**src/srq_status_pkg.sv**
```systemverilog
// constants shared by the status and service-request logic
package srq_status_pkg;

    // condition bit positions in the status byte
    localparam int BIT_DATA_READY = 0;
    localparam int BIT_ALWAYS_ZERO = 1;
    localparam int BIT_SYNTAX = 2;
    localparam int BIT_INTERNAL = 3;
    localparam int BIT_PANEL = 4;
    localparam int BIT_CAL_FAIL = 5;
    localparam int BIT_REQUEST = 6;
    localparam int BIT_POWERUP = 7;
    localparam int STATUS_WIDTH = 8;
    localparam int ADDR_WIDTH = 5;

    // reset values and the programmable mask bits
    localparam logic [7:0] COND_RESET = 8'h80;
    localparam logic [7:0] MASK_RESET = 8'h00;
    localparam logic [7:0] BYTE_ZERO = 8'h00;
    localparam logic [7:0] MASK_PROG_BITS = 8'h3F;

    // bus command bytes, parity bit stripped
    localparam logic [7:0] PARITY_STRIP = 8'h7F;
    localparam logic [7:0] CMD_GTL = 8'h01;
    localparam logic [7:0] CMD_SDC = 8'h04;
    localparam logic [7:0] CMD_LLO = 8'h11;
    localparam logic [7:0] CMD_DCL = 8'h14;
    localparam logic [7:0] CMD_SPE = 8'h18;
    localparam logic [7:0] CMD_SPD = 8'h19;
    localparam logic [7:0] CMD_UNL = 8'h3F;
    localparam logic [7:0] CMD_UNT = 8'h5F;
    localparam logic [7:0] GROUP_MASK = 8'h60;
    localparam logic [7:0] GROUP_LISTEN = 8'h20;
    localparam logic [7:0] GROUP_TALK = 8'h40;
    localparam logic [7:0] ADDR_FIELD = 8'h1F;
    localparam logic [4:0] TALK_ONLY_ADDR = 5'h1F;

    // talker sequencing for the serial poll byte
    typedef enum logic [1:0] {
        TX_IDLE = 2'b00,
        TX_OFFER = 2'b01,
        TX_DONE = 2'b10
    } tx_state_t;

endpackage

```
**src/flag_bus_if.sv**
```systemverilog
// set, clear and state vectors of the sticky condition flags
`timescale 1ns/10ps
`default_nettype none
interface flag_bus_if;
    logic [7:0] set_vec;
    logic [7:0] clear_vec;
    logic [7:0] flags;

    modport owner (input set_vec, input clear_vec, output flags);
    modport user (output set_vec, output clear_vec, input flags);
endinterface
`default_nettype wire

```
**src/bus_address_latch.sv**
```systemverilog
// captures the address switch and decodes talk-only mode
`timescale 1ns/10ps
`default_nettype none
module bus_address_latch (
    input wire logic clk,
    input wire logic reset_n,
    input wire logic reload,
    input wire logic [4:0] address_switch,
    output logic [4:0] bus_addr,
    output logic talk_only
);

    logic first_reg;
    logic [4:0] addr_reg;
    logic talk_only_reg;

    // -----------------------------------------------------------
    // switch capture after reset release and on device clear
    // -----------------------------------------------------------
    // first cycle after release, the strap is caught by a clocked load
    always_ff @(posedge clk or negedge reset_n) begin
        if (!reset_n) begin
            first_reg <= 1'b1;
        end else begin
            first_reg <= 1'b0;
        end
    end

    // one setting gives both listen and talk address
    always_ff @(posedge clk or negedge reset_n) begin
        if (!reset_n) begin
            addr_reg <= 5'h00;
            talk_only_reg <= 1'b0;
        end else if (first_reg || reload) begin
            addr_reg <= address_switch;
            talk_only_reg <= (address_switch == srq_status_pkg::TALK_ONLY_ADDR);
        end
    end

    assign bus_addr = addr_reg;
    assign talk_only = talk_only_reg;

endmodule
`default_nettype wire

```
**src/cond_flag_bank.sv**
```systemverilog
// bank of sticky condition flags, set wins over clear
`timescale 1ns/10ps
`default_nettype none
module cond_flag_bank (
    input wire logic clk,
    input wire logic reset_n,
    flag_bus_if.owner fb
);

    // -----------------------------------------------------------
    // one sticky flag per status bit
    // -----------------------------------------------------------
    genvar i;
    generate
        for (i = 0; i < srq_status_pkg::STATUS_WIDTH; i = i + 1) begin : g_flag
            logic flag_reg;
            // a set arriving with a clear is kept, so no event is lost
            always_ff @(posedge clk or negedge reset_n) begin
                if (!reset_n) begin
                    flag_reg <= srq_status_pkg::COND_RESET[i];
                end else if (fb.set_vec[i]) begin
                    flag_reg <= 1'b1;
                end else if (fb.clear_vec[i]) begin
                    flag_reg <= 1'b0;
                end
            end
            assign fb.flags[i] = flag_reg;
        end
    endgenerate

endmodule
`default_nettype wire

```
**src/ieee488_status_srq_logic.sv**
```systemverilog
// status byte, service request and addressing of the bus interface
`timescale 1ns/10ps
`default_nettype none
module ieee488_status_srq_logic (
    input wire logic clk,
    input wire logic reset_n,
    // bus side, already through the acceptor handshake
    input wire logic [7:0] bus_byte,
    input wire logic bus_byte_valid,
    input wire logic atn,
    input wire logic ifc,
    input wire logic ren,
    input wire logic tx_ready,
    output logic [7:0] tx_byte,
    output logic tx_valid,
    output logic srq_out,
    output logic srq_oe,
    // addressing and mode
    input wire logic [4:0] address_switch,
    input wire logic powerup_request_switch,
    output logic listen_active,
    output logic talk_active,
    output logic talk_only,
    output logic remote,
    output logic lockout,
    output logic reading_send,
    output logic device_clear,
    // mask programming from the program-code parser
    input wire logic mask_write_valid,
    input wire logic [7:0] mask_write_data,
    input wire logic status_clear,
    output logic [7:0] service_enable_mask,
    // condition sources
    input wire logic reading_available,
    input wire logic reading_byte_taken,
    input wire logic syntax_error,
    input wire logic self_test_fail,
    input wire logic converter_fail,
    input wire logic cal_checksum_fail,
    input wire logic panel_request_button,
    input wire logic cal_fail,
    output logic [7:0] condition_status_byte,
    output logic request_active
);

    flag_bus_if fb ();

    logic [7:0] cmd;
    logic cmd_valid;
    logic [4:0] bus_addr;
    logic talk_only_w;
    logic reload;
    logic [7:0] mask_reg;
    logic srq_reg;
    logic [7:0] status_reg;
    logic listen_reg;
    logic talk_reg;
    logic spoll_reg;
    logic remote_reg;
    logic lockout_reg;
    logic clear_reg;
    logic talk_only_reg;
    logic reading_send_reg;
    logic avail_d_reg;
    logic panel_d_reg;
    logic [7:0] tx_byte_reg;
    logic tx_valid_reg;
    logic srq_out_reg;
    logic request_next;
    logic [7:0] status_next;
    srq_status_pkg::tx_state_t tx_state_reg;
    srq_status_pkg::tx_state_t tx_state_next;

    // -----------------------------------------------------------
    // helpers
    // -----------------------------------------------------------
    // matches an addressed command of one group against our address
    function automatic logic addr_match(input logic [7:0] b, input logic [7:0] group, input logic [4:0] a);
        addr_match = ((b & srq_status_pkg::GROUP_MASK) == group)
                     && ((b & srq_status_pkg::ADDR_FIELD) == {3'h0, a});
    endfunction

    assign cmd = bus_byte & srq_status_pkg::PARITY_STRIP;
    assign cmd_valid = bus_byte_valid && atn;

    // -----------------------------------------------------------
    // submodules
    // -----------------------------------------------------------
    cond_flag_bank u_flags (
        .clk(clk),
        .reset_n(reset_n),
        .fb(fb)
    );

    // device clear rereads the switch, as at power-up
    assign reload = clear_reg;

    bus_address_latch u_addr (
        .clk(clk),
        .reset_n(reset_n),
        .reload(reload),
        .address_switch(address_switch),
        .bus_addr(bus_addr),
        .talk_only(talk_only_w)
    );

    // -----------------------------------------------------------
    // condition sources
    // -----------------------------------------------------------
    // edge history for the reading and the panel button
    always_ff @(posedge clk or negedge reset_n) begin
        if (!reset_n) begin
            avail_d_reg <= 1'b0;
            panel_d_reg <= 1'b0;
        end else begin
            avail_d_reg <= reading_available;
            panel_d_reg <= panel_request_button;
        end
    end

    // set vector: edge pulses for data ready and the panel button, levels for the error sources
    always_comb begin
        fb.set_vec = srq_status_pkg::BYTE_ZERO;
        fb.set_vec[srq_status_pkg::BIT_DATA_READY] = reading_available && !avail_d_reg;
        fb.set_vec[srq_status_pkg::BIT_SYNTAX] = syntax_error;
        fb.set_vec[srq_status_pkg::BIT_INTERNAL] = self_test_fail || converter_fail || cal_checksum_fail;
        // panel button is dead only in remote with lockout
        fb.set_vec[srq_status_pkg::BIT_PANEL] = panel_request_button && !panel_d_reg
                                                && !(remote_reg && lockout_reg);
        fb.set_vec[srq_status_pkg::BIT_CAL_FAIL] = cal_fail;
    end

    // clear vector: status clear drops the latched errors; data ready has its own clear
    always_comb begin
        fb.clear_vec = status_clear ? srq_status_pkg::BYTE_ZERO | ~srq_status_pkg::BYTE_ZERO
                                    : srq_status_pkg::BYTE_ZERO;
        fb.clear_vec[srq_status_pkg::BIT_DATA_READY] = reading_byte_taken || !reading_available;
        fb.clear_vec[srq_status_pkg::BIT_ALWAYS_ZERO] = 1'b1;
        fb.clear_vec[srq_status_pkg::BIT_REQUEST] = 1'b1;
    end

    // -----------------------------------------------------------
    // mask register
    // -----------------------------------------------------------
    // only the six low bits are stored; device clear zeroes them
    always_ff @(posedge clk or negedge reset_n) begin
        if (!reset_n) begin
            mask_reg <= srq_status_pkg::MASK_RESET;
        end else if (clear_reg) begin
            mask_reg <= srq_status_pkg::MASK_RESET;
        end else if (mask_write_valid) begin
            mask_reg <= mask_write_data & srq_status_pkg::MASK_PROG_BITS;
        end
    end

    // -----------------------------------------------------------
    // service request and reported byte
    // -----------------------------------------------------------
    // request from enabled true conditions; bit 7 gated by the rear switch
    always_comb begin
        request_next = |(fb.flags & mask_reg & srq_status_pkg::MASK_PROG_BITS)
                       || (fb.flags[srq_status_pkg::BIT_POWERUP] && powerup_request_switch);
        status_next = fb.flags;
        status_next[srq_status_pkg::BIT_ALWAYS_ZERO] = 1'b0;
        status_next[srq_status_pkg::BIT_REQUEST] = request_next;
    end

    // request drops as soon as nothing enabled is true
    always_ff @(posedge clk or negedge reset_n) begin
        if (!reset_n) begin
            srq_reg <= 1'b0;
            status_reg <= srq_status_pkg::BYTE_ZERO;
        end else begin
            srq_reg <= request_next;
            status_reg <= status_next;
        end
    end

    // open-drain line: enable pulls low while requesting, ignores other traffic
    always_ff @(posedge clk or negedge reset_n) begin
        if (!reset_n) begin
            srq_out_reg <= 1'b0;
        end else begin
            srq_out_reg <= 1'b0;
        end
    end

    // -----------------------------------------------------------
    // addressing and interface state
    // -----------------------------------------------------------
    // listen and talk follow our one address; unaddressed by the other role
    // parallel poll commands fall through untouched: no poll response exists
    always_ff @(posedge clk or negedge reset_n) begin
        if (!reset_n) begin
            listen_reg <= 1'b0;
            talk_reg <= 1'b0;
            spoll_reg <= 1'b0;
        end else if (ifc || talk_only_w) begin
            listen_reg <= 1'b0;
            talk_reg <= 1'b0;
            spoll_reg <= 1'b0;
        end else if (cmd_valid) begin
            if (cmd == srq_status_pkg::CMD_UNL) begin
                listen_reg <= 1'b0;
            end else if (cmd == srq_status_pkg::CMD_UNT) begin
                talk_reg <= 1'b0;
            end else if (addr_match(cmd, srq_status_pkg::GROUP_LISTEN, bus_addr)) begin
                listen_reg <= 1'b1;
                talk_reg <= 1'b0;
            end else if (addr_match(cmd, srq_status_pkg::GROUP_TALK, bus_addr)) begin
                talk_reg <= 1'b1;
                listen_reg <= 1'b0;
            end else if ((cmd & srq_status_pkg::GROUP_MASK) == srq_status_pkg::GROUP_TALK) begin
                talk_reg <= 1'b0;
            end else if (cmd == srq_status_pkg::CMD_SPE) begin
                spoll_reg <= 1'b1;
            end else if (cmd == srq_status_pkg::CMD_SPD) begin
                spoll_reg <= 1'b0;
            end
        end
    end

    // remote survives interface clear; only the enable line, go-to-local or talk-only mode ends it
    always_ff @(posedge clk or negedge reset_n) begin
        if (!reset_n) begin
            remote_reg <= 1'b0;
            lockout_reg <= 1'b0;
        end else if (!ren || talk_only_w) begin
            remote_reg <= 1'b0;
            lockout_reg <= 1'b0;
        end else if (cmd_valid) begin
            if (addr_match(cmd, srq_status_pkg::GROUP_LISTEN, bus_addr)) begin
                remote_reg <= 1'b1;
            end else if (cmd == srq_status_pkg::CMD_GTL && listen_reg) begin
                remote_reg <= 1'b0;
            end else if (cmd == srq_status_pkg::CMD_LLO) begin
                lockout_reg <= 1'b1;
            end
        end
    end

    // device clear pulse: universal, or selective while listening
    always_ff @(posedge clk or negedge reset_n) begin
        if (!reset_n) begin
            clear_reg <= 1'b0;
        end else begin
            clear_reg <= cmd_valid && !talk_only_w
                         && ((cmd == srq_status_pkg::CMD_DCL)
                             || (cmd == srq_status_pkg::CMD_SDC && listen_reg));
        end
    end

    // readings go out when talked outside a poll, or always in talk-only
    always_ff @(posedge clk or negedge reset_n) begin
        if (!reset_n) begin
            reading_send_reg <= 1'b0;
            talk_only_reg <= 1'b0;
        end else begin
            reading_send_reg <= talk_only_w || (talk_reg && !spoll_reg && !atn && !ifc);
            talk_only_reg <= talk_only_w;
        end
    end

    // -----------------------------------------------------------
    // serial poll talker
    // -----------------------------------------------------------
    // one status byte per poll cycle; controller reasserts attention to end it
    always_comb begin
        tx_state_next = tx_state_reg;
        case (tx_state_reg)
            srq_status_pkg::TX_IDLE: begin
                if (talk_reg && spoll_reg && !atn) begin
                    tx_state_next = srq_status_pkg::TX_OFFER;
                end
            end
            srq_status_pkg::TX_OFFER: begin
                if (atn || !talk_reg || !spoll_reg) begin
                    tx_state_next = srq_status_pkg::TX_IDLE;
                end else if (tx_ready) begin
                    tx_state_next = srq_status_pkg::TX_DONE;
                end
            end
            srq_status_pkg::TX_DONE: begin
                if (atn || !talk_reg || !spoll_reg) begin
                    tx_state_next = srq_status_pkg::TX_IDLE;
                end
            end
            default: begin
                tx_state_next = srq_status_pkg::TX_IDLE;
            end
        endcase
    end

    // interface clear aborts a byte in flight
    always_ff @(posedge clk or negedge reset_n) begin
        if (!reset_n) begin
            tx_state_reg <= srq_status_pkg::TX_IDLE;
        end else if (ifc) begin
            tx_state_reg <= srq_status_pkg::TX_IDLE;
        end else begin
            tx_state_reg <= tx_state_next;
        end
    end

    // byte is frozen while offered so the handshake sees stable data
    always_ff @(posedge clk or negedge reset_n) begin
        if (!reset_n) begin
            tx_byte_reg <= srq_status_pkg::BYTE_ZERO;
            tx_valid_reg <= 1'b0;
        end else begin
            tx_valid_reg <= (tx_state_next == srq_status_pkg::TX_OFFER) && !ifc;
            if (tx_state_reg == srq_status_pkg::TX_IDLE) begin
                tx_byte_reg <= status_reg;
            end
        end
    end

    // -----------------------------------------------------------
    // outputs
    // -----------------------------------------------------------
    assign tx_byte = tx_byte_reg;
    assign tx_valid = tx_valid_reg;
    assign srq_out = srq_out_reg;
    assign srq_oe = srq_reg;
    assign listen_active = listen_reg;
    assign talk_active = talk_reg;
    assign talk_only = talk_only_reg;
    assign remote = remote_reg;
    assign lockout = lockout_reg;
    assign reading_send = reading_send_reg;
    assign device_clear = clear_reg;
    assign service_enable_mask = mask_reg;
    assign condition_status_byte = status_reg;
    assign request_active = srq_reg;

endmodule
`default_nettype wire

```
**config.mk**
```make
export PLATFORM = sky130hd
export DESIGN_NAME = ieee488_status_srq_logic
export DESIGN_NICKNAME = d
export VERILOG_FILES = /design/src/srq_status_pkg.sv /design/src/flag_bus_if.sv /design/src/bus_address_latch.sv /design/src/cond_flag_bank.sv /design/src/ieee488_status_srq_logic.sv
export SDC_FILE = /design/constraint.sdc
export NUM_CORES = 1
export LEC_CHECK = 0
export ABC_AREA = 1
export BUFFER_PORTS_ARGS = -buffer_cell sky130_fd_sc_hd__clkbuf_2
export CAP_MARGIN = 5
export CORE_MARGIN = 1
export CORE_UTILIZATION = 40
export DETAILED_ROUTE_END_ITERATION = 6
export PLACE_DENSITY = 0.67
export RECOVER_POWER = 50
export SLEW_MARGIN = 20
export SYNTH_ARGS = -nofsm -noshare
export SYNTH_HDL_FRONTEND = slang
export SYNTH_SLANG_ARGS = --single-unit
```
**constraint.sdc**
```tcl
create_clock -name clk -period 1.8 [get_ports clk]
set_clock_uncertainty 0.2 [all_clocks]
set_input_delay 0.09 -clock clk [delete_from_list [all_inputs] [get_ports clk]]
set_output_delay 0.09 -clock clk [all_outputs]
set_load 0.02 [all_outputs]
```
==> Implementation_results.wiki, run 1 <==
{| class="wikitable"
! Metric !! Value
|-
| Sink Count || 46
|-
| Number of setup buffers added after CTS || 0
|-
| Core Footprint || 4750 sq um
|-
| GPL Wtd Cong || 0.803
|-
| Fillcell total || 434
|-
| Gr usage total || 18.4%
|-
| Most prevalent standard cell on the critical path || dlygate4sd3_1
|-
| Combined flip-flop and latch cell area || 1150 sq um
|-
| Drt first pass iters || 4
|-
| XOR/XNOR share of the synthesized area || 1.32%
|-
| Biggest area consumer among synthesized cells || dfrtp_1
|-
| Vias in the first global route || 1654
|-
| Cell types with the largest area share after synthesis || dfrtp_1 (55%), nand2_1 (7.7%), inv_1 (4.5%)
|-
| Remaining global-route overflow || 0
|-
| Most frequent standard cell in the layout excluding fill and tap cells || clkbuf_2
|-
| Final setup fails || 0
|-
| Area growth, synth to finish || 44.5%
|-
| Critical Path Fanout Max || 4
|-
| Final antenna-violating net count || 0
|-
| Number of endpoints with negative hold slack in the final report || 0
|-
| Wire length of the first global-routing pass || 7270 um
|-
| Nets || 357
|-
| Area fraction of the dominant cell type after synthesis || 55.2%
|-
| Final slew viol count || 0
|-
| Antenna violations before repair || 0
|-
| Total of max-cap violations || 0
|-
| Total area of multi-input combinational cells || 714 sq um
|-
| Sequential area share after synthesis || 57.8%
|-
| Row count || 25
|-
| Crit path time final || 1.74 ns
|-
| Die H || 72.6 um
|-
| Clk buf depth || 2
|-
| Die extent in x || 72.6 um
|-
| Total Wirelength || 4490 um
|-
| Peak supply drop || 0.368 mV
|-
| Internal power consumption || 1.52 mW
|-
| Crit share post-route || 96.8%
|-
| Cell area after technology mapping || 1990 sq um
|-
| Signal arrival time at the worst endpoint || 1.73 ns
|-
| Io pins || 74
|-
| Synthesis Warnings || 0
|-
| Number of instances in the synthesized netlist || 206
|-
| Combinational family with the most area after synthesis || simple AND/OR/NAND/NOR gates
|-
| Flops & latches, synth || 46
|-
| Proportion of power drawn by the clock network || 30.3%
|-
| Avg Vias per Cell || 4.52
|-
| Post-synthesis share of cell area spent on and, or, nand and nor gates || 20.4%
|-
| Worst skew pair latency || 0.30 ns
|-
| DR DRC count || 0
|-
| Measured slew at the worst slew-check pin || 1.08 ns
|-
| Mean instance size in the synthesized netlist || 9.68 sq um
|-
| CP endpoint kind || register
|-
| Utilization after layout || 60.6%
|-
| Max Clock Freq || 574 MHz
|-
| Library cell contributing the largest single delay on the critical path || dlygate4sd3_1
|-
| Floorplan die area || 5270 sq um
|-
| RSZ-0062 raised after global routing || false
|-
| CTS clock-pin slew for the worst setup and hold paths || 0.09 ns
|-
| Result of the run || finished, final reports clean
|-
| HPWL after DPL || 2950 um
|-
| Series of cell instances along the critical path || dlygate4sd3_1, clkbuf_2, nand2_1, inv_1, a31oi_1, nor2_1, dlygate4sd3_1
|-
| H-Tree Depth || 2
|-
| Port buffer count || 65
|-
| Path category of the worst min-delay check || in2reg
|-
| DRC violation total after the first TritonRoute iteration || 123
|-
| Longest individual stage delay on the worst path || 0.55 ns
|-
| Worst slew margin relative to its limit || 28.1%
|-
| Lkg Pwr || 1.43 nW
|-
| Leading cell types in the layout, fill and taps excluded || clkbuf_2 (61), dfrtp_1 (44), nand2_1 (41), dlygate4sd3_1 (41), inv_1 (24)
|-
| CP Data Required Time || 1.79 ns
|-
| Combinational power share || 16.8%
|-
| Routed WL per cell || 11.6 um
|-
| Complex-gate fraction of the synthesized area || 8.59%
|-
| Diodes inserted || 0
|-
| Clock root cell || clkbuf_8
|-
| Distinct cells, synth || 34
|-
| Final TNS setup || 0 ns
|-
| Switching power of the nets || 0.594 mW
|-
| Total via count after detailed routing || 1746
|-
| Pin count of the biggest net entering global routing || 47
|-
| Ratio of cells with drive above 1 in the final layout || 28.5%
|-
| Startpoint types || input port
|-
| Proportion of synthesized area in mux cells || 3.95%
|-
| Setup CP Type || in2reg
|-
| Clock buffers created by TritonCTS || 5
|-
| Sw frac || 28.0%
|-
| Sequential share of power || 52.9%
|-
| Effective utilization at floorplan || 41.9%
|-
| Area share of fa/ha/maj cells after synthesis || 0%
|-
| Power density normalized to cell area || 735 nW/um^2
|-
| Clock tree from TritonCTS || done
|}
final timing paths:
check	startpoint	slack, ns	endpoint	cells after the start
max reg2reg	tx_state_reg[0]	0.15	tx_state_reg[0]	3
min reg2reg	u_flags.g_flag[4].flag_reg	0.18	condition_status_byte[4]	0
max	atn	0.06	lockout	7
max in group asynchronous	reset_n	0.33	remote	3
min in group asynchronous	reset_n	0.40	u_flags.g_flag[0].flag_reg	3
min	mask_write_valid	0.03	service_enable_mask[3]	3
synthesized netlist by cell type:
cell       number
dfrtp_1        44
nand2_1        41
inv_1          24
nand3_1        15
nor2_1         14
o21ai_0        11
buf_4           7
mux2_2          7
a21oi_1         4
inv_2           3
nor2_2          3
nor3_1          3
xnor2_1         3
dfstp_2         2
nand2_2         2
nor3b_1         2
o211ai_1        2
o21bai_1        2
o22ai_1         2
a2111oi_0       1
a21boi_0        1
a221oi_1        1
a31oi_1         1
conb_1          1
nand3b_1        1
nand4_1         1
nor2_4          1
nor3_2          1
nor3_4          1
nor4_1          1
o2111ai_1       1
o21ai_1         1
o41ai_1         1
or2_2           1
power groups by stage:
stage	Combinational, mW	Sequential [mW]	Clock (mW)
2_1_floorplan	0.136	1.18	0
3_3_place_gp	0.290	1.14	0
3_5_place_dp	0.293	1.14	0
4_1_cts	0.357	1.12	0.666
5_1_grt	0.395	1.13	0.711
6_report	0.356	1.12	0.641
critical path, delay by kind of cell:
kind                   cells  cell delay, ns
and+or+nand+nor            2            0.15
AOI/OAI and AO/OA          1            0.17
buffers and inverters      4            1.32
metal layers:
layer	global-route usage (%)	up-vias	wire length (um)	part of all wire (%)
met2	32.5	56	2340	52
li1	-	882	-	-
met3	4.83	5	175	3.9
met5	0	-	0	0
met1	21.1	803	1910	43
met4	7.63	0	59	1.3
per-stage QoR:
step / hold slack [ns] / setup slack, ns / instance area (sq um) / power (mW) / instances
finish: 0.0268 / 0.0571 / 2880 / 2.12 / 386
global placement: 0.00961 / 0.371 / 2380 / 1.43 / 337
floorplan: -0.406 / 0.448 / 2010 / 1.31 / 211
detailed placement: 0.00961 / 0.335 / 2380 / 1.43 / 337
CTS: 0.0136 / 0.000174 / 2880 / 2.14 / 386
global route: 0.0388 / 0.00925 / 2880 / 2.23 / 386
cell type report:
type	instances	share of cell area (%)
sequential	46	40.0
clock inverter	3	0.868
tap	67	2.91
multi-input combinational	131	24.8
timing repair buffer	107	25.5
clock buffer	5	2.39
inverter	27	3.52
cells by family after synthesis:
family | Yosys count
other | 1
AO/OA/AOI/OAI | 28
flip-flops | 46
AND/OR/NAND/NOR | 87
XOR/XNOR | 3
buffers and inverters | 34
multiplexers | 7
what timing repair did:
item                                   CTS  global route
gates resized for setup                  0             2
hold buffers                            41             0
endpoints found under the hold margin   73             0
setup endpoints to repair                0             1
No activity file was read; power rests on OpenSTA's default activity.
==> inputs of run 2 (changes only) <==
--- a/config.mk
+++ b/config.mk
@@ -11,9 +11,10 @@
 export CORE_MARGIN = 1
 export CORE_UTILIZATION = 40
 export DETAILED_ROUTE_END_ITERATION = 6
-export PLACE_DENSITY = 0.67
+export PLACE_DENSITY = 0.66
 export RECOVER_POWER = 50
 export SLEW_MARGIN = 20
 export SYNTH_ARGS = -nofsm -noshare
 export SYNTH_HDL_FRONTEND = slang
+export SYNTH_HIERARCHICAL = 1
 export SYNTH_SLANG_ARGS = --single-unit
==> Implementation_results.wiki, run 2 <==
{| class="wikitable"
! Metric !! Value
|-
| H-Tree Depth || 2 (unchanged)
|-
| Met3 Usage GRT || 3.70% (-1.1 points)
|-
| Most frequent standard cell in the layout excluding fill and tap cells || nand2_1
|-
| Area growth, synth to finish || 39.1%
|-
| Worst flop-to-flop path startpoint || device_clear
|-
| Total via count after detailed routing || 1936 (+11%)
|-
| Mean instance size in the synthesized netlist || 8.73 sq um (-9.8%)
|-
| Worst r2r dst || service_enable_mask[0]
|-
| HPWL after DPL || 3270 um (+11%)
|-
| Core Footprint || 5170 sq um (+8.8%)
|-
| Number of cell instances on the worst register-to-register path || 4 (+1)
|-
| Power density normalized to cell area || 723 nW/um^2 (-1.6%)
|-
| Row count || 26 (+4.0%)
|-
| Wire length of the first global-routing pass || 8020 um (+10%)
|-
| M1 GR Usage || 23.0% (+1.9 points)
|-
| Crit share post-route || 98.5% (+1.6 points)
|-
| CP Data Required Time || 1.82 ns (+0.03 ns)
|-
| DR DRC count || 0 (unchanged)
|-
| Number of instances in the synthesized netlist || 250 (+21%)
|-
| Sink Count || 47 (+2.2%)
|-
| Clock buffers created by TritonCTS || 5 (unchanged)
|-
| Port buffer count || 65 (unchanged)
|-
| Effective utilization at floorplan || 42.2% (+0.24 points)
|-
| Placed cell count || 379 (+12%)
|-
| Ratio of cells with drive above 1 in the final layout || 24.9% (-3.7 points)
|-
| Final slew viol count || 0 (unchanged)
|-
| Leading cell types in the layout, fill and taps excluded || nand2_1 (59), clkbuf_2 (53), dfrtp_1 (45)
|-
| Number of setup buffers added after CTS || 0 (unchanged)
|-
| Avg Vias per Cell || 4.52 (about the same)
|-
| Clk buf depth || 2 (unchanged)
|-
| Hold Crit Endpoint || service_enable_mask[5]
|-
| Number of endpoints with negative hold slack in the final report || 0 (unchanged)
|-
| Worst skew pair latency || 0.30 ns (about the same)
|-
| Vias in the first global route || 1828 (+11%)
|-
| Setup CP Type || in2reg
|-
| Clock root cell || clkbuf_8
|-
| Total of max-cap violations || 0 (unchanged)
|-
| Path category of the worst min-delay check || in2reg
|-
| Clock tree from TritonCTS || done
|-
| GRT met2 Usage || 31.6% (-0.94 points)
|-
| Startpoint types || input port
|-
| Drt first pass iters || 4 (unchanged)
|-
| Floorplan die area || 5750 sq um (+9.2%)
|-
| Peak supply drop || 0.371 mV (+0.70%)
|-
| Final antenna-violating net count || 0 (unchanged)
|-
| Remaining global-route overflow || 0 (unchanged)
|-
| Diodes inserted || 0 (unchanged)
|-
| Routed WL per cell || 11.6 um (about the same)
|-
| Gr usage total || 18.8% (+0.45 points)
|-
| Worst-case register-to-register setup slack || 0.13 ns (-0.02 ns)
|-
| Worst slew margin relative to its limit || 64.3% (+36 points)
|-
| DRC violation total after the first TritonRoute iteration || 65 (-47%)
|-
| Post-placement setup slack || 0.349 ns (+0.0137 ns)
|-
| Synthesis Warnings || 6 (+6)
|-
| Layer with the highest usage after global routing || met2
|-
| Hold path start || mask_write_valid
|-
| Lkg Pwr || 1.58 nW (+10%)
|-
| Antenna violations before repair || 0 (unchanged)
|-
| Placement-stage cell area || 2540 sq um (+6.8%)
|-
| Result of the run || finished, final reports clean
|-
| Critical Path Fanout Max || 3 (-1)
|-
| CP endpoint kind || register
|-
| Number of cells in the finished layout apart from fillers || 428 (+11%)
|-
| Final Cell Area || 3040 sq um (+5.3%)
|-
| Crit path time final || 1.77 ns (+0.0295 ns)
|-
| Max Clock Freq || 564 MHz (-1.7%)
|-
| Utilization after layout || 58.7% (-1.9 points)
|-
| Nets || 396 (+11%)
|-
| Design Power || 2.19 mW (+3.7%)
|-
| Total Wirelength || 4980 um (+11%)
|-
| Cell area after technology mapping || 2180 sq um (+9.4%)
|-
| Min-Delay Path Depth || 3 (unchanged)
|-
| Signal arrival time at the worst endpoint || 1.80 ns (+0.07 ns)
|-
| Worst Slack Setup Final || 0.0276 ns (-0.0295 ns)
|-
| Fillcell total || 467 (+7.6%)
|-
| GPL Wtd Cong || 0.857 (+6.7%)
|-
| CTS clock-pin slew for the worst setup and hold paths || 0.09 ns (about the same)
|-
| Final setup fails || 0 (unchanged)
|-
| Die extent in x || 75.9 um (+4.5%)
|-
| Io pins || 74 (unchanged)
|-
| Pin count of the biggest net entering global routing || 22 (-53%)
|-
| Die H || 75.9 um (+4.5%)
|-
| Measured slew at the worst slew-check pin || 0.535 ns (-0.544 ns)
|}
run 2: timing repair:
| action | CTS | global route |
|---|---|---|
| endpoints found under the setup margin | 0 | 1 |
| resized for setup | 0 | 4 |
| hold buffers | 42 | 0 |
| endpoints found under the hold margin | 68 | 0 |
run 2: layer usage:
metal | vias to the layer above | wire, um
met3 | 18 | 252
met5 | - | 0
met1 | 879 | 2100
met4 | 0 | 165
met2 | 74 | 2460
li1 | 965 | -
run 2: worst max-delay path: stages:
cell,delay [ns]
dlygate4sd3_1,0.53
clkbuf_2,0.14
nor3_2,0.24
inv_1,0.09
dlygate4sd3_1,0.58
a21oi_2,0.13
run 2: how the worst max path moves through the flow:
| stage | depth (start not counted) | end | startpoint | slack, ns |
|---|---|---|---|---|
| after detailed placement | 6 | listen_active | u_addr/bus_addr[4] | 0.35 |
| after CTS | 7 | device_clear | bus_byte[4] | 0.07 |
| after global placement | 2 | tx_byte[7] | tx_state_reg[1] | 0.40 |
| after global routing | 6 | device_clear | bus_byte[6] | -0.04 |
| final | 6 | device_clear | bus_byte[6] | 0.03 |
| after floorplan | 6 | listen_active | u_addr/bus_addr[4] | 0.49 |
run 2: cell type report:
| cell class | instances | area (sq um) | share of cell area [%] |
|---|---|---|---|
| clock inverters | 3 | 25.0 | 0.824 |
| well taps | 70 | 87.6 | 2.89 |
| repair buffers | 108 | 741 | 24.4 |
| multi-input cells | 149 | 762 | 25.1 |
| flip-flops and latches | 47 | 1180 | 38.8 |
| clock buffers | 5 | 68.8 | 2.27 |
| inverters | 46 | 173 | 5.69 |
run 2: through the flow:
step	TNS (ns)	hold slack, ns
2_1_floorplan	0	-0.406
3_3_place_gp	0	-0.0903
3_5_place_dp	0	-0.0837
4_1_cts	0	0.0199
5_1_grt	-0.0442	0.0563
6_report	0	0.0341
run 2: power by group:
part	switching, mW	internal [mW]	leakage [nW]
clock	0.360	0.278	0.0443
sequential	0.0433	1.12	0.561
combinational	0.225	0.171	0.978
